[config.mk]
export PLATFORM = sky130hd
export DESIGN_NAME = pefm_mux
export DESIGN_NICKNAME = d
export VERILOG_FILES = /design/src/core/pefm_pkg.sv /design/src/core/pefm_mux.sv /design/src/core/pefm_sync.sv
export SDC_FILE = /design/constraint.sdc
export NUM_CORES = 1
export LEC_CHECK = 0
export BUFFER_PORTS_ARGS = -buffer_cell sky130_fd_sc_hd__buf_2
export CAP_MARGIN = 5
export CORE_ASPECT_RATIO = 1.5
export CORE_MARGIN = 2
export CORE_UTILIZATION = 50
export CTS_BUF_LIST = sky130_fd_sc_hd__clkbuf_2 sky130_fd_sc_hd__clkbuf_4 sky130_fd_sc_hd__clkbuf_8
export DETAILED_ROUTE_END_ITERATION = 12
export PLACE_DENSITY = 0.9
export SLEW_MARGIN = 20
export SYNTH_ARGS = -nofsm -noshare
export SYNTH_HDL_FRONTEND = slang
export SYNTH_HIERARCHICAL = 1
export SYNTH_SLANG_ARGS = --single-unit
[constraint.sdc]
create_clock -name ref_clk -period 1.9 [get_ports ref_clk]
set_clock_uncertainty 0.2 [all_clocks]
set_input_delay 0.38 -clock ref_clk [delete_from_list [all_inputs] [get_ports ref_clk]]
set_output_delay 0.38 -clock ref_clk [all_outputs]
set_load 0.01 [all_outputs]
[src/core/pefm_pkg.sv]
// Purpose: shared constants for the port E/F/G pin function multiplexer
// Assumes: APB slave with 8-bit byte address, one 32-bit word per pin register
// Notes:   control register = {reserved, interrupt route bit, 6-bit function select}
package pefm_pkg;

	localparam int NUM_PINS = 12;
	localparam int ADDR_W   = 8;

	// pin slots, in register order
	localparam int PIN_E2 = 0;
	localparam int PIN_E3 = 1;
	localparam int PIN_E4 = 2;
	localparam int PIN_E5 = 3;
	localparam int PIN_E6 = 4;
	localparam int PIN_F0 = 5;
	localparam int PIN_F1 = 6;
	localparam int PIN_F2 = 7;
	localparam int PIN_F3 = 8;
	localparam int PIN_G0 = 9;
	localparam int PIN_G1 = 10;
	localparam int PIN_G2 = 11;

	// register byte offsets
	localparam logic [ADDR_W-1:0] OFF_E2_CTRL = 8'h00;
	localparam logic [ADDR_W-1:0] OFF_E3_CTRL = 8'h04;
	localparam logic [ADDR_W-1:0] OFF_E4_CTRL = 8'h08;
	localparam logic [ADDR_W-1:0] OFF_E5_CTRL = 8'h0C;
	localparam logic [ADDR_W-1:0] OFF_E6_CTRL = 8'h10;
	localparam logic [ADDR_W-1:0] OFF_F0_CTRL = 8'h14;
	localparam logic [ADDR_W-1:0] OFF_F1_CTRL = 8'h18;
	localparam logic [ADDR_W-1:0] OFF_F2_CTRL = 8'h1C;
	localparam logic [ADDR_W-1:0] OFF_F3_CTRL = 8'h20;
	localparam logic [ADDR_W-1:0] OFF_G0_CTRL = 8'h24;
	localparam logic [ADDR_W-1:0] OFF_G1_CTRL = 8'h28;
	localparam logic [ADDR_W-1:0] OFF_G2_CTRL = 8'h2C;

	localparam logic [ADDR_W-1:0] REG_OFFS [NUM_PINS] = '{
		OFF_E2_CTRL, OFF_E3_CTRL, OFF_E4_CTRL, OFF_E5_CTRL, OFF_E6_CTRL, OFF_F0_CTRL,
		OFF_F1_CTRL, OFF_F2_CTRL, OFF_F3_CTRL, OFF_G0_CTRL, OFF_G1_CTRL, OFF_G2_CTRL
	};

	// control register layout
	localparam int FSEL_LSB = 0;
	localparam int FSEL_W   = 6;
	localparam int IRQ_BIT  = 6;
	localparam logic [7:0] CTRL_RESET = 8'h00;
	localparam logic [7:0] CTRL_WMASK = 8'h7F;

	// function select codes
	localparam logic [FSEL_W-1:0] FSEL_HIZ       = 6'h00;
	localparam logic [FSEL_W-1:0] FSEL_MTCLK     = 6'h02;
	localparam logic [FSEL_W-1:0] FSEL_MTCLK_ALT = 6'h04;
	localparam logic [FSEL_W-1:0] FSEL_TMR8      = 6'h05;
	localparam logic [FSEL_W-1:0] FSEL_POE       = 6'h07;
	localparam logic [FSEL_W-1:0] FSEL_SCI9      = 6'h0A;
	localparam logic [FSEL_W-1:0] FSEL_SCI11     = 6'h0B;
	localparam logic [FSEL_W-1:0] FSEL_CAN       = 6'h10;
	// pwm timer group slots: triggers a..d, or timer io and its alternate
	localparam logic [FSEL_W-1:0] FSEL_GPT_P0    = 6'h14;
	localparam logic [FSEL_W-1:0] FSEL_GPT_P1    = 6'h15;
	localparam logic [FSEL_W-1:0] FSEL_GPT_P2    = 6'h16;
	localparam logic [FSEL_W-1:0] FSEL_GPT_P3    = 6'h17;
	localparam logic [FSEL_W-1:0] FSEL_COMP      = 6'h1E;

endpackage

[src/core/pefm_mux.sv]
// Purpose: pin function multiplexer for port E2-E6, F0-F3, G0-G2
// Assumes: APB slave, peripherals on ref_clk, pads asynchronous
// Notes:   every output registered; pad inputs pass two flops first
`timescale 1ns/1ps

module pefm_mux
	import pefm_pkg::*;
(
	// clock and reset
	input  wire logic                ref_clk,
	input  wire logic                rst_b,
	// apb slave
	input  wire logic                psel,
	input  wire logic                penable,
	input  wire logic                pwrite,
	input  wire logic [ADDR_W-1:0]   paddr,
	input  wire logic [31:0]         pwdata,
	input  wire logic [3:0]          pstrb,
	output logic      [31:0]         prdata,
	output logic                     pready,
	output logic                     pslverr,
	// pads
	input  wire logic [NUM_PINS-1:0] pad_in,
	output logic      [NUM_PINS-1:0] pad_out,
	output logic      [NUM_PINS-1:0] pad_oe,
	// peripheral outputs towards pads
	input  wire logic                serial9_transmit,
	input  wire logic                serial9_clock_out,
	input  wire logic                serial9_clock_oe,
	input  wire logic                serial9_flow_select_out,
	input  wire logic                serial9_flow_select_oe,
	input  wire logic                serial11_transmit,
	input  wire logic                serial11_clock_out,
	input  wire logic                serial11_clock_oe,
	input  wire logic                serial11_flow_out,
	input  wire logic                serial11_flow_oe,
	input  wire logic                can_transmit_line,
	input  wire logic                eight_bit_timer_out_1,
	input  wire logic                comparator_out_0,
	input  wire logic                comparator_out_1,
	input  wire logic                comparator_out_2,
	input  wire logic                comparator_out_3,
	input  wire logic                pwm_timer0_io_a_out,
	input  wire logic                pwm_timer0_io_a_oe,
	input  wire logic                pwm_timer0_io_b_out,
	input  wire logic                pwm_timer0_io_b_oe,
	input  wire logic                pwm_timer1_io_b_out,
	input  wire logic                pwm_timer1_io_b_oe,
	// pad levels towards peripherals
	output logic                     output_disable_in_10_b,
	output logic                     output_disable_in_11_b,
	output logic                     timer_ext_clock_c,
	output logic                     timer_ext_clock_c_alt,
	output logic                     timer_ext_clock_d,
	output logic                     timer_ext_clock_d_alt,
	output logic                     pwm_timer_ext_trigger_a,
	output logic                     pwm_timer_ext_trigger_b,
	output logic                     pwm_timer_ext_trigger_c,
	output logic                     pwm_timer_ext_trigger_d,
	output logic                     serial9_receive,
	output logic                     serial9_clock_in,
	output logic                     serial9_flow_select_in,
	output logic                     serial11_receive,
	output logic                     serial11_clock_in,
	output logic                     serial11_flow_in,
	output logic                     can_receive_line,
	output logic                     pwm_timer0_io_a_in,
	output logic                     pwm_timer0_io_a_alt_in,
	output logic                     pwm_timer0_io_b_in,
	output logic                     pwm_timer0_io_b_alt_in,
	output logic                     pwm_timer1_io_b_in,
	output logic                     pwm_timer1_io_b_alt_in,
	// external interrupt inputs
	output logic      [NUM_PINS-1:0] pin_irq,
	output logic                     ext_irq_line_0,
	output logic                     ext_irq_line_1,
	output logic                     ext_irq_line_2,
	output logic                     ext_irq_line_3
);

	logic [7:0]          ctrl [NUM_PINS];
	logic [FSEL_W-1:0]   fsel [NUM_PINS];
	logic [NUM_PINS-1:0] irq_route_bit;
	logic [NUM_PINS-1:0] reg_hit;
	logic [7:0]          rd_terms [NUM_PINS];
	logic [NUM_PINS-1:0] pad_s;

	// apb decode
	wire access   = psel & penable;
	wire wr_en    = access & pwrite & pready & ~pslverr;
	wire any_hit  = |reg_hit;
	wire [7:0] rd_byte;

	genvar i;
	generate
		for (i = 0; i < NUM_PINS; i++) begin : g_reg
			assign reg_hit[i]       = (paddr == REG_OFFS[i]);
			assign fsel[i]          = ctrl[i][FSEL_LSB +: FSEL_W];
			assign irq_route_bit[i] = ctrl[i][IRQ_BIT];
			if (i == 0) begin : g_first
				assign rd_terms[i] = reg_hit[i] ? ctrl[i] : 8'h00;
			end else begin : g_rest
				assign rd_terms[i] = rd_terms[i-1] | (reg_hit[i] ? ctrl[i] : 8'h00);
			end
			always_ff @(posedge ref_clk or negedge rst_b) begin
				if (!rst_b) begin
					ctrl[i] <= CTRL_RESET;
				end else if (wr_en && reg_hit[i] && pstrb[0]) begin
					ctrl[i] <= pwdata[7:0] & CTRL_WMASK;
				end
			end
		end
	endgenerate

	assign rd_byte = rd_terms[NUM_PINS-1];

	// one wait state: pready rises the cycle after access begins
	always_ff @(posedge ref_clk or negedge rst_b) begin
		if (!rst_b) begin
			pready  <= 1'b0;
			pslverr <= 1'b0;
			prdata  <= 32'h0000_0000;
		end else begin
			pready  <= access & ~pready;
			pslverr <= access & ~pready & ~any_hit;
			prdata  <= (access & ~pready & ~pwrite & any_hit) ? {24'h00_0000, rd_byte}
			                                                 : 32'h0000_0000;
		end
	end

	// pad input synchroniser
	pefm_sync #(
		.W(NUM_PINS)
	) u_pad_sync (
		.ref_clk  (ref_clk),
		.rst_b    (rst_b),
		.async_in (pad_in),
		.sync_out (pad_s)
	);

	// selection matches
	wire e2_poe    = fsel[PIN_E2] == FSEL_POE;
	wire e3_clk    = fsel[PIN_E3] == FSEL_MTCLK;
	wire e3_clka   = fsel[PIN_E3] == FSEL_MTCLK_ALT;
	wire e3_poe    = fsel[PIN_E3] == FSEL_POE;
	wire e3_flow   = fsel[PIN_E3] == FSEL_SCI9;
	wire e4_clk    = fsel[PIN_E4] == FSEL_MTCLK;
	wire e4_clka   = fsel[PIN_E4] == FSEL_MTCLK_ALT;
	wire e4_poe    = fsel[PIN_E4] == FSEL_POE;
	wire e4_serial9_clock   = fsel[PIN_E4] == FSEL_SCI9;
	wire e6_poe    = fsel[PIN_E6] == FSEL_POE;
	wire f0_txd    = fsel[PIN_F0] == FSEL_SCI11;
	wire f0_tmr    = fsel[PIN_F0] == FSEL_TMR8;
	wire f0_trg    = fsel[PIN_F0] == FSEL_GPT_P0;
	wire f0_cmp    = fsel[PIN_F0] == FSEL_COMP;
	wire f1_rxd    = fsel[PIN_F1] == FSEL_SCI11;
	wire f1_trg    = fsel[PIN_F1] == FSEL_GPT_P0;
	wire f1_cmp    = fsel[PIN_F1] == FSEL_COMP;
	wire f2_sck    = fsel[PIN_F2] == FSEL_SCI11;
	wire f2_can    = fsel[PIN_F2] == FSEL_CAN;
	wire f2_trg    = fsel[PIN_F2] == FSEL_GPT_P0;
	wire f2_cmp    = fsel[PIN_F2] == FSEL_COMP;
	wire f3_flow   = fsel[PIN_F3] == FSEL_SCI11;
	wire f3_can    = fsel[PIN_F3] == FSEL_CAN;
	wire f3_trg    = fsel[PIN_F3] == FSEL_GPT_P0;
	wire f3_cmp    = fsel[PIN_F3] == FSEL_COMP;
	wire g0_rxd    = fsel[PIN_G0] == FSEL_SCI9;
	wire g0_io     = fsel[PIN_G0] == FSEL_GPT_P1;
	wire g0_ioa    = fsel[PIN_G0] == FSEL_GPT_P3;
	wire g0_cmp    = fsel[PIN_G0] == FSEL_COMP;
	wire g1_txd    = fsel[PIN_G1] == FSEL_SCI9;
	wire g1_io     = fsel[PIN_G1] == FSEL_GPT_P1;
	wire g1_ioa    = fsel[PIN_G1] == FSEL_GPT_P3;
	wire g1_cmp    = fsel[PIN_G1] == FSEL_COMP;
	wire g2_sck    = fsel[PIN_G2] == FSEL_SCI9;
	wire g2_trg    = fsel[PIN_G2] == FSEL_GPT_P0;
	wire g2_io     = fsel[PIN_G2] == FSEL_GPT_P1;
	wire g2_ioa    = fsel[PIN_G2] == FSEL_GPT_P3;
	wire g2_cmp    = fsel[PIN_G2] == FSEL_COMP;

	// trigger slot k on E3/E4/E6 drives trigger a..d
	logic [3:0] etrg_e3;
	logic [3:0] etrg_e4;
	logic [3:0] etrg_e6;
	genvar k;
	generate
		for (k = 0; k < 4; k++) begin : g_trg
			localparam logic [FSEL_W-1:0] CODE = FSEL_GPT_P0 + FSEL_W'(k);
			assign etrg_e3[k] = (fsel[PIN_E3] == CODE) & pad_s[PIN_E3];
			assign etrg_e4[k] = (fsel[PIN_E4] == CODE) & pad_s[PIN_E4];
			assign etrg_e6[k] = (fsel[PIN_E6] == CODE) & pad_s[PIN_E6];
		end
	endgenerate
	wire [3:0] etrg_any = etrg_e3 | etrg_e4 | etrg_e6;

	// pad drive, unlisted codes fall to 0/off
	wire [NUM_PINS-1:0] next_pad_out;
	wire [NUM_PINS-1:0] next_pad_oe;

	assign next_pad_out[PIN_E2] = 1'b0;
	assign next_pad_oe[PIN_E2]  = 1'b0;
	assign next_pad_out[PIN_E3] = e3_flow & serial9_flow_select_out;
	assign next_pad_oe[PIN_E3]  = e3_flow & serial9_flow_select_oe;
	assign next_pad_out[PIN_E4] = e4_serial9_clock & serial9_clock_out;
	assign next_pad_oe[PIN_E4]  = e4_serial9_clock & serial9_clock_oe;
	assign next_pad_out[PIN_E5] = 1'b0;
	assign next_pad_oe[PIN_E5]  = 1'b0;
	assign next_pad_out[PIN_E6] = 1'b0;
	assign next_pad_oe[PIN_E6]  = 1'b0;
	assign next_pad_out[PIN_F0] = (f0_txd & serial11_transmit) | (f0_tmr & eight_bit_timer_out_1)
	                            | (f0_cmp & comparator_out_3);
	assign next_pad_oe[PIN_F0]  = f0_txd | f0_tmr | f0_cmp;
	assign next_pad_out[PIN_F1] = f1_cmp & comparator_out_2;
	assign next_pad_oe[PIN_F1]  = f1_cmp;
	assign next_pad_out[PIN_F2] = (f2_sck & serial11_clock_out) | (f2_can & can_transmit_line)
	                            | (f2_cmp & comparator_out_1);
	assign next_pad_oe[PIN_F2]  = (f2_sck & serial11_clock_oe) | f2_can | f2_cmp;
	assign next_pad_out[PIN_F3] = (f3_flow & serial11_flow_out) | (f3_cmp & comparator_out_0);
	assign next_pad_oe[PIN_F3]  = (f3_flow & serial11_flow_oe) | f3_cmp;
	assign next_pad_out[PIN_G0] = ((g0_io | g0_ioa) & pwm_timer1_io_b_out)
	                            | (g0_cmp & comparator_out_2);
	assign next_pad_oe[PIN_G0]  = ((g0_io | g0_ioa) & pwm_timer1_io_b_oe) | g0_cmp;
	assign next_pad_out[PIN_G1] = (g1_txd & serial9_transmit) | ((g1_io | g1_ioa) & pwm_timer0_io_a_out)
	                            | (g1_cmp & comparator_out_1);
	assign next_pad_oe[PIN_G1]  = g1_txd | ((g1_io | g1_ioa) & pwm_timer0_io_a_oe) | g1_cmp;
	assign next_pad_out[PIN_G2] = (g2_sck & serial9_clock_out) | ((g2_io | g2_ioa) & pwm_timer0_io_b_out)
	                            | (g2_cmp & comparator_out_0);
	assign next_pad_oe[PIN_G2]  = (g2_sck & serial9_clock_oe) | ((g2_io | g2_ioa) & pwm_timer0_io_b_oe)
	                            | g2_cmp;

	// peripheral inputs, idle levels when unrouted
	wire next_od10_b  = ~((e2_poe & ~pad_s[PIN_E2]) | (e4_poe & ~pad_s[PIN_E4])
	                    | (e6_poe & ~pad_s[PIN_E6]));
	wire next_od11_b  = ~(e3_poe & ~pad_s[PIN_E3]);
	wire next_trg_a   = etrg_any[0] | (f3_trg & pad_s[PIN_F3]) | (g2_trg & pad_s[PIN_G2]);
	wire next_trg_b   = etrg_any[1] | (f2_trg & pad_s[PIN_F2]);
	wire next_trg_c   = etrg_any[2] | (f1_trg & pad_s[PIN_F1]);
	wire next_trg_d   = etrg_any[3] | (f0_trg & pad_s[PIN_F0]);
	wire next_serial9_clock_in = e4_serial9_clock ? pad_s[PIN_E4] : (g2_sck ? pad_s[PIN_G2] : 1'b1);
	wire next_flow9   = e3_flow ? pad_s[PIN_E3] : 1'b1;
	wire next_rxd9    = g0_rxd ? pad_s[PIN_G0] : 1'b1;
	wire next_serial11_receive   = f1_rxd ? pad_s[PIN_F1] : 1'b1;
	wire next_serial11_clock   = f2_sck ? pad_s[PIN_F2] : 1'b1;
	wire next_flow11  = f3_flow ? pad_s[PIN_F3] : 1'b1;
	wire next_crx     = f3_can ? pad_s[PIN_F3] : 1'b1;
	wire [NUM_PINS-1:0] next_pin_irq = irq_route_bit & pad_s;

	always_ff @(posedge ref_clk or negedge rst_b) begin
		if (!rst_b) begin
			pad_out <= '0;
			pad_oe  <= '0;
			pin_irq <= '0;
		end else begin
			pad_out <= next_pad_out;
			pad_oe  <= next_pad_oe;
			pin_irq <= next_pin_irq;
		end
	end

	always_ff @(posedge ref_clk or negedge rst_b) begin
		if (!rst_b) begin
			output_disable_in_10_b  <= 1'b1;
			output_disable_in_11_b  <= 1'b1;
			timer_ext_clock_c       <= 1'b0;
			timer_ext_clock_c_alt   <= 1'b0;
			timer_ext_clock_d       <= 1'b0;
			timer_ext_clock_d_alt   <= 1'b0;
			pwm_timer_ext_trigger_a <= 1'b0;
			pwm_timer_ext_trigger_b <= 1'b0;
			pwm_timer_ext_trigger_c <= 1'b0;
			pwm_timer_ext_trigger_d <= 1'b0;
		end else begin
			output_disable_in_10_b  <= next_od10_b;
			output_disable_in_11_b  <= next_od11_b;
			timer_ext_clock_c       <= e4_clk & pad_s[PIN_E4];
			timer_ext_clock_c_alt   <= e4_clka & pad_s[PIN_E4];
			timer_ext_clock_d       <= e3_clk & pad_s[PIN_E3];
			timer_ext_clock_d_alt   <= e3_clka & pad_s[PIN_E3];
			pwm_timer_ext_trigger_a <= next_trg_a;
			pwm_timer_ext_trigger_b <= next_trg_b;
			pwm_timer_ext_trigger_c <= next_trg_c;
			pwm_timer_ext_trigger_d <= next_trg_d;
		end
	end

	always_ff @(posedge ref_clk or negedge rst_b) begin
		if (!rst_b) begin
			serial9_receive        <= 1'b1;
			serial9_clock_in       <= 1'b1;
			serial9_flow_select_in <= 1'b1;
			serial11_receive       <= 1'b1;
			serial11_clock_in      <= 1'b1;
			serial11_flow_in       <= 1'b1;
			can_receive_line       <= 1'b1;
		end else begin
			serial9_receive        <= next_rxd9;
			serial9_clock_in       <= next_serial9_clock_in;
			serial9_flow_select_in <= next_flow9;
			serial11_receive       <= next_serial11_receive;
			serial11_clock_in      <= next_serial11_clock;
			serial11_flow_in       <= next_flow11;
			can_receive_line       <= next_crx;
		end
	end

	always_ff @(posedge ref_clk or negedge rst_b) begin
		if (!rst_b) begin
			pwm_timer0_io_a_in     <= 1'b0;
			pwm_timer0_io_a_alt_in <= 1'b0;
			pwm_timer0_io_b_in     <= 1'b0;
			pwm_timer0_io_b_alt_in <= 1'b0;
			pwm_timer1_io_b_in     <= 1'b0;
			pwm_timer1_io_b_alt_in <= 1'b0;
			ext_irq_line_0         <= 1'b0;
			ext_irq_line_1         <= 1'b0;
			ext_irq_line_2         <= 1'b0;
			ext_irq_line_3         <= 1'b0;
		end else begin
			pwm_timer0_io_a_in     <= g1_io & pad_s[PIN_G1];
			pwm_timer0_io_a_alt_in <= g1_ioa & pad_s[PIN_G1];
			pwm_timer0_io_b_in     <= g2_io & pad_s[PIN_G2];
			pwm_timer0_io_b_alt_in <= g2_ioa & pad_s[PIN_G2];
			pwm_timer1_io_b_in     <= g0_io & pad_s[PIN_G0];
			pwm_timer1_io_b_alt_in <= g0_ioa & pad_s[PIN_G0];
			ext_irq_line_0         <= next_pin_irq[PIN_E5];
			ext_irq_line_1         <= next_pin_irq[PIN_E4];
			ext_irq_line_2         <= next_pin_irq[PIN_E3];
			ext_irq_line_3         <= next_pin_irq[PIN_E6];
		end
	end

endmodule

[src/core/pefm_sync.sv]
// Purpose: two-stage level synchroniser for pad inputs
// Assumes: inputs are asynchronous levels
// Notes:   first stage feeds the second stage only
`timescale 1ns/1ps
module pefm_sync #(
	parameter int W = 1
) (
	// clock and reset
	input  wire logic         ref_clk,
	input  wire logic         rst_b,
	// data
	input  wire logic [W-1:0] async_in,
	output logic      [W-1:0] sync_out
);

	logic [W-1:0] stage1;

	always_ff @(posedge ref_clk or negedge rst_b) begin
		if (!rst_b) begin
			stage1   <= '0;
			sync_out <= '0;
		end else begin
			stage1   <= async_in;
			sync_out <= stage1;
		end
	end

endmodule

# After elaboration in Yosys (flattened, before gate mapping)
# Index checks and enable logic that the tools add are counted.
[word_totals]
register_bits = 174
latchBits = 0
ramBits = 0
romBits = 0
in_bits = 83
output_inout_bits = 97
n_memories = 0
[classes]
add_sub_neg = 0
multipliers = 0
div_mod_pow = 0
order_cmp = 0
eq_ne = 61
shift = 0
mux = 21
bitwise_logic = 120
reduce_logical = 26
[ops]
columns = ["operator", "n"]
rows = [
  ["6-bit by 5-bit == test with 1-bit output, second input constant", 32],
  ["7-bit two-way mux", 13],
  ["7-bit bitwise OR", 11],
  ["1-bit bitwise AND", 66],
  ["6-bit by 4-bit == test with 1-bit output, second input constant", 9],
  ["6-bit by 3-bit == test with 1-bit output, second input constant", 7],
  ["8-bit by 5-bit == test with 1-bit output, second input constant", 4],
  ["8-bit by 6-bit == test with 1-bit output, second input constant", 4],
  ["1-bit bitwise OR", 30],
  ["1-bit logical AND", 24],
  ["8-bit by 4-bit == test with 1-bit output, second input constant", 2],
  ["12-bit bitwise AND", 1],
  ["6-bit by 2-bit == test with 1-bit output, second input constant", 2],
  ["12-bit OR reduction", 1],
  ["1-bit NOT", 10],
  ["8-bit by 3-bit == test with 1-bit output, second input constant", 1],
  ["8-bit zero test", 1],
  ["1-bit two-way mux", 8],
  ["4-bit bitwise OR", 2],
]

# Depth between registers and ports, before layout
# Gate-level depths: netlist of the first run.
[logic_depth]
word_depth = 14
ltp_mapped = 7
ltp_nobuf = 4

# Cells and area by module
# Netlist of the first run, hierarchy kept.
[modules_own_cells]
columns = ["mod", "n_inst", "cells_per_inst", "area_each_um2", "seq_area_each_um2"]
rows = [
  ["pefm_mux", 1, 552, 6993.0, 3664.8],
  ["pefm_sync", 1, 24, 600.6, 600.6],
]

# Worst setup path before layout of the first run
# No wires, ideal clock.
[synth_path]
path_kind = "input to register"
from = "in paddr[2]"
to = "reg ctrl[88] in the netlist's numbering"
setup_ns = 0.125
t_arrival_ns = 1.756
t_required_ns = 1.575
setup_slack_ns = -0.181
stages = 5
n_path_buf = 2
path_cell_list = "buf_4 -> or4_1 -> clkbuf_1 -> nor2_4 -> mux2_2"
[synth_between]
elab_chain_len = 3
[synth_lines]
columns = ["element", "line_no", "text"]
rows = [
  ["from (decl)", "pefm_mux.sv:16", "input wire logic [ADDR_W-1:0] paddr,"],
  ["8-bit zero test", "pefm_mux.sv:97", "assign reg_hit[i] = (paddr == REG_OFFS[i]);"],
  ["1-bit logical AND (2 in series)", "pefm_mux.sv:108", "end else if (wr_en && reg_hit[i] && pstrb[0]) begin"],
  ["to (signal, indexed assignment)", "pefm_mux.sv:109", "ctrl[i] <= pwdata[7:0] & CTRL_WMASK;"],
  ["to (decl)", "pefm_mux.sv:81", "logic [7:0] ctrl [NUM_PINS];"],
]
# Every way passes these cells.
# A chain may end at the register's enable or synchronous reset.

# Worst setup path after layout of the first run
[layout_path]
from = "reg pslverr"
to = "reg ctrl[65] in the netlist's numbering"
[layout_between]
elab_chain_len = 4
[layout_lines]
columns = ["element", "line_no", "text"]
rows = [
  ["from (decl)", "pefm_mux.sv:21", "output logic pslverr,"],
  ["from (signal assigned)", "pefm_mux.sv:125", "pslverr <= access & ~pready & ~any_hit;"],
  ["1-bit NOT", "pefm_mux.sv:90", "wire wr_en = access & pwrite & pready & ~pslverr;"],
  ["1-bit bitwise AND", "pefm_mux.sv:90", ""],
  ["1-bit logical AND (2 in series)", "pefm_mux.sv:108", ""],
]
# Every way passes these cells.

==> results.py, run 1 <==
metrics = {
    "run_status": {
        "status": "complete, but fails checks",
        "failed_checks": "setup timing",
    },
    "yosys": {
        "synth_adder_area_share_pct": 0,
        "post_synth_mux_area_share_pct": 17.5,
        "ys_types": 58,
        "synth_area_um2": 7590,
        "synthArstFlopShare_pct": 100,
        "yosysWarnings": 6,
        "synth_compound_area_share_pct": 4.96,
        "synth_ff_type": "dfrtp_1",
        "ys_seq_area_share_pct": 56.2,
        "synth_top_family_by_area": "multiplexers",
        "syn_area_per_cell_um2": 13.2,
        "ys_seq_elements": 170,
        "synthSimpleGateAreaFrac_pct": 16.0,
        "synth_xor_xnor_area_share_pct": 0.115,
        "synth_cells": 576,
        "synth_edf_count": 0,
    },
    "sta": {
        "grt_setup_unrepaired": "yes",
        "setup_violations": 83,
        "slew_viol_final": 0,
        "slew_headroom_pct": 64.7,
        "hold_viol_final": 0,
        "worst_slew_pin_slew_ns": 0.522,
        "timing.fmax_ghz": 0.501,
        "post-route-min-period_ns": 1.99,
        "setup_ws_ns": -0.0942,
        "min_period_over_period_pct": 105,
    },
    "place": {
        "port_buffers": 120,
        "dp_hpwl_um": 14700,
        "gp_congestion": 1.01,
        "dpl_cell_area_um2": 8820,
    },
    "worst_hold_path": {
        "hp-class": "in2reg",
        "hold_start": "can_transmit_line",
        "min_path_cells": 3,
        "hold-path-endpoint": "pad_out[7]",
    },
    "worst_setup_path": {
        "r2r_end": "ctrl[65]",
        "cp_num_cells": 5,
        "worst_r2r_path_depth": 5,
        "critPathTopFamily": "simple AND/OR/NAND/NOR gates",
        "crit_path_end_kind": "register",
        "worstPathMaxFanout": 7,
        "worst_ep_required_time_ns": 2.04,
        "slowest_delay_ns": 0.39,
        "arrival_ns": 2.14,
        "r2r_start": "pslverr",
        "r2r_setup_slack_ns": -0.09,
        "path_buf_inv": 1,
        "critPathLaunchType": "register",
        "critPathSlowestCell": "and4b_2",
        "critPathKind": "reg2reg",
        "crit_chain": "and4b_2, nand4_4, nor2_4, buf_12, mux2_4",
    },
    "global_routing": {
        "overflow": 0,
        "antenna_found_initial": 0,
        "grt_max_degree": 45,
        "grt_pass1_wl_um": 34000,
        "grt_usage_pct": 27.9,
        "grt_pass1_vias": 6052,
    },
    "final_layout": {
        "diodes": 0,
        "layout_commonest_cell": "dfrtp_1",
        "fin_area_um2": 10100,
        "final_util_pct": 67.1,
        "layout_common_cells": "159 x dfrtp_1, 119 x buf_2, 79 x mux2_4",
        "layout.nets": 883,
        "synthToLayoutAreaGrowth_pct": 32.6,
        "drive_gt1_share_pct": 46.2,
    },
    "floorplan": {
        "io_pins": 180,
        "fp.dieArea_um2": 16200,
        "initial_core_util_pct": 50.6,
        "die_x_um": 105,
        "die_h_um": 155,
        "core_area_um2": 15000,
        "row_count": 55,
    },
    "power_and_ir_drop": {
        "ir_drop_v": 0.000441,
        "p_leak_nw": 4.83,
        "powerDensity_nw_per_um2": 662,
    },
    "detailed_routing": {
        "drtPass1Iterations": 5,
        "initialDrtViolationCount": 624,
        "wl_um": 23100,
        "post_drt_wl_per_cell_um": 22.8,
        "vias_per_cell": 5.99,
        "drc_errors": 0,
        "ant_nets": 0,
        "route.vias.total": 6054,
    },
    "cts": {
        "clock_sinks": 170,
        "cts_tree": "built",
        "clkSlewWorstSetupHoldPaths_ns": 0.09,
        "htreeDepth": 4,
        "numCtsBuffers": 17,
        "clkLatencyLatePin_ns": 0.46,
        "clk_path_buf_depth": 2,
        "root_buffer": "clkbuf_8",
    },
    "run": {
        "drv_cap": 0,
    },
}
[worst min-delay path: cells and delay by family]
family          cells  cell delay, ns
buf+inv             2            0.15
compound gates      1            0.12
[report_power, final]
part	total, mW	internal [mW]	switching, mW
Clock	2.53	1.23	1.30
Combinational	0.470	0.187	0.283
Sequential	3.67	3.65	0.0225
[how the worst max path moves through the flow]
stage                     startpoint  endpoint  slack, ns
after detailed placement    paddr[5]  ctrl[77]      -0.30
after global placement      paddr[5]  ctrl[65]      -0.25
after floorplan             paddr[2]  ctrl[40]      -0.04
after global routing         pslverr  ctrl[82]      -0.14
after CTS                    pslverr  ctrl[70]      -0.09
final                        pslverr  ctrl[65]      -0.09
[sequential cells by signal, summed over array words and instances, names as in the netlist, 7 cells and up]
signal and count:
prdata 7, u_pad_sync/sync_out 12, pad_oe 9, u_pad_sync/stage1 12, pad_out 9, ctrl 84
pin_irq 12
[what timing repair did]
action / CTS / global route
endpoints found under the hold margin: 69 / 0
setup buffers: 9 / 5
hold buffers: 30 / 0
setup endpoints to repair: 86 / 86
pin swaps: 11 / 7
gates resized for setup: 55 / 26
[layout make-up]
class	count	area, µm²
inverter	8	30.0
tap	199	249
timing repair buffer	231	1700
clock inverter	8	85.1
multi-input combinational	372	3430
sequential	170	4270
fill	989	4930
clock buffer	23	310
[kinds of logic (layout without fill, tap and decap cells)]
| group | after synthesis | after routing |
|---|---|---|
| xor+xnor | 1 | 1 |
| other cells | 1 | 31 |
| compound gates | 53 | 53 |
| mux | 108 | 108 |
| flops | 170 | 170 |
| simple gates | 179 | 179 |
| buf+inv | 64 | 270 |
[synth_stat cells (8+ instances only)]
master | count | share of area, %
nor3_1 | 12 | 0.79
nor2_4 | 12 | 1.8
dfrtp_1 | 161 | 53
mux2_2 | 89 | 13
nand3b_1 | 9 | 0.89
mux2i_1 | 8 | 1.1
dfstp_2 | 9 | 3.1
and2_1 | 14 | 1.2
clkbuf_1 | 11 | 0.54
nand2_1 | 26 | 1.3
nand3_1 | 11 | 0.72
a22oi_1 | 9 | 0.89
mux4_2 | 11 | 3.3
buf_4 | 36 | 3.6
nor2_1 | 25 | 1.2
and3_1 | 9 | 0.74
inv_1 | 8 | 0.40
[metrics by stage]
stage	cells	TNS, ns	hold slack, ns	setup WS [ns]	power [mW]
2_1_floorplan	606	-1.41	-0.116	-0.0439	3.92
3_3_place_gp	936	-19.87	0.132	-0.247	4.12
3_5_place_dp	936	-23.13	0.135	-0.297	4.14
4_1_cts	1006	-2.85	0.0196	-0.0851	6.67
5_1_grt	1011	-7.33	0.0437	-0.138	6.90
6_report	1011	-3.87	0.0542	-0.0942	6.67
[per-layer routing]
| layer | part of all wire, % | track usage (%) | vias to the layer above |
|---|---|---|---|
| met4 | 8.1 | 18.9 | 0 |
| li1 | - | - | 2487 |
| met5 | 0 | 0 | - |
| met2 | 50 | 46.9 | 413 |
| met3 | 7.8 | 5.66 | 144 |
| met1 | 34 | 32.2 | 3010 |
(Power assumes the default switching activity.)
==> run 2, diff against run 1 <==
CORE_MARGIN = 3   (was 2)
==> run 2 against run 1 <==
The flow still finishes with violations (setup timing); core utilization rose by 1.1 points; design area is 0.17% lower; final cell count is essentially flat; critical path depth down 1; clock-buffer cell count decreased by 5; worst setup slack gained 0.014 ns; hold slack worse by 0.0047 ns; global-route usage is 0.92 points lower; clock power about the same; register-to-register slack barely moved; routed wire length is 0.91% higher; power is 0.54% higher; critical endpoint is now serial9_clock_in; largest cell class unchanged.
==> results.py, run 2 (synthesis gave the netlist of run 1 again) <==
metrics = {
    "final_layout": {
        "final_util_pct": 68.3,
        "diodes": 0,
        "multi_input_area_um2": 3400,
        "regArea_um2": 4270,
        "layout_common_cells": "161 x dfrtp_1, 119 x buf_2, 70 x mux2_4",
        "layout.nets": 886,
        "fillers": 985,
        "drive_gt1_share_pct": 46.2,
        "regMostFlops": "ctrl",
        "largest_reg_flops": 84,
        "layout_commonest_cell": "dfrtp_1",
        "synthToLayoutAreaGrowth_pct": 32.4,
    },
    "global_routing": {
        "grt_pass1_wl_um": 33900,
        "antenna_found_initial": 0,
        "grt_max_degree": 37,
        "grt_pass1_vias": 6154,
        "overflow": 0,
        "grt_usage_pct": 27.0,
    },
    "place": {
        "gp_congestion": 0.994,
        "dp_hpwl_um": 14800,
        "port_buffers": 120,
        "place_ws_ns": -0.282,
    },
    "worst_hold_path": {
        "hold-path-endpoint": "pad_out[10]",
        "hold_start": "serial9_transmit",
        "hp-class": "in2reg",
        "min_path_cells": 4,
    },
    "worst_setup_path": {
        "cp_num_cells": 4,
        "worstPathMaxFanout": 3,
        "critPathSlowestCell": "or4b_4",
        "r2r_setup_slack_ns": -0.08,
        "critPathKind": "reg2reg",
        "arrival_ns": 2.17,
        "critPathLaunchType": "register",
        "slowest_delay_ns": 0.52,
        "crit_path_end_kind": "register",
        "critPathTopFamily": "simple AND/OR/NAND/NOR gates",
        "r2r_end": "serial9_clock_in",
        "r2r_start": "ctrl[3]",
        "worst_r2r_path_depth": 4,
        "crit_chain": "inv_2, or4b_4, or4_4, mux2_4",
        "worst_ep_required_time_ns": 2.09,
        "path_buf_inv": 1,
    },
    "sta": {
        "setup_ws_ns": -0.0799,
        "grt_setup_unrepaired": "yes",
        "worst_slew_pin_slew_ns": 0.542,
        "post-route-min-period_ns": 1.98,
        "min_period_over_period_pct": 104,
        "timing.fmax_ghz": 0.505,
        "slew_headroom_pct": 63.3,
        "holdWs_ns": 0.0495,
        "slew_viol_final": 0,
        "hold_viol_final": 0,
        "setup_violations": 86,
    },
    "detailed_routing": {
        "route.vias.total": 6006,
        "met3_length_um": 1720,
        "drtPass1Iterations": 5,
        "highest_layer": "met4",
        "wl_met1_um": 7920,
        "post_drt_wl_per_cell_um": 23.0,
        "drc_errors": 0,
        "wl_um": 23300,
        "vias_per_cell": 5.93,
        "ant_nets": 0,
        "initialDrtViolationCount": 586,
        "wl_met2_um": 11900,
    },
    "power_and_ir_drop": {
        "ir_drop_v": 0.000327,
        "powerDensity_nw_per_um2": 667,
        "p_leak_nw": 4.83,
    },
    "floorplan": {
        "row_count": 54,
        "io_pins": 180,
        "core_area_um2": 14700,
        "die_x_um": 107,
        "fp.dieArea_um2": 16700,
        "die_h_um": 157,
        "initial_core_util_pct": 51.6,
    },
    "cts": {
        "clock_sinks": 170,
        "clkSlewWorstSetupHoldPaths_ns": 0.09,
        "clk_path_buf_depth": 2,
        "numCtsBuffers": 17,
        "cts_tree": "built",
        "clkLatencyLatePin_ns": 0.47,
        "htreeDepth": 4,
        "root_buffer": "clkbuf_8",
    },
    "run_status": {
        "status": "complete, but fails checks",
        "failed_checks": "setup timing",
    },
    "run": {
        "drv_cap": 0,
    },
}
==> run 2: changes by cell type in the layout (fill, tap and decap cells not counted), sizes merged <==
cell,previous run,this run
clkbuf,23,18
clkinvlp,2,5
buf,201,203
clkinv,3,5
bufinv,1,2
dlygate4sd3,30,31
==> run 2: final cells by class <==
type                    instances  area share [%]
flip-flops and latches        170            42.4
multi-input cells             372            33.8
repair buffers                234            17.2
well taps                     196            2.44
clock buffers                  18            2.40
clock inverters                14            1.47
inverters                       8           0.299
==> run 2: worst max path at each step <==
| stage | from | to | slack [ns] |
|---|---|---|---|
| detailed placement | paddr[5] | ctrl[69] | -0.28 |
| CTS | pslverr | ctrl[67] | -0.05 |
| floorplan | paddr[2] | ctrl[40] | -0.04 |
| finish | ctrl[3] | serial9_clock_in | -0.08 |
| global placement | paddr[2] | prdata[1] | -0.24 |
| global route | pslverr | ctrl[68] | -0.13 |
==> run 2: worst reg2reg max path: stages (launching register included) <==
cell,delay [ns]
dfrtp_1,0.40
inv_2,0.05
or4b_4,0.52
or4_4,0.45
mux2_4,0.28
==> run 2: report_power, final <==
group          total (mW)  internal [mW]  switching [mW]  leakage, nW
logic               0.482          0.197           0.285         2.35
clock network        2.56           1.18            1.37        0.185
registers            3.67           3.65          0.0200         2.29
total                6.70           5.03            1.68         4.83
==> run 2: routing by layer <==
metal | vias to the layer above | GRT usage (%)
li1 | 2497 | -
met1 | 2975 | 30.4
met2 | 388 | 46.6
met3 | 146 | 5.13
met4 | 0 | 17.6
met5 | - | 0
==> run 2: per-stage QoR <==
stage	cell area, µm²	cells	power (mW)	setup TNS, ns
floorplan	7820	606	3.92	-1.41
global placement	8830	932	4.13	-17.76
detailed placement	8830	932	4.14	-20.24
CTS	9820	1004	6.68	-2.42
global route	10100	1012	6.92	-7.33
finish	10100	1012	6.70	-3.67
==> run 2: what timing repair did <==
item / CTS / global route
setup buffers: 9 / 8
setup endpoints to repair: 88 / 88
hold buffers: 31 / 0
endpoints found under the hold margin: 177 / 0
gates resized for setup: 40 / 34
pin swaps: 14 / 11
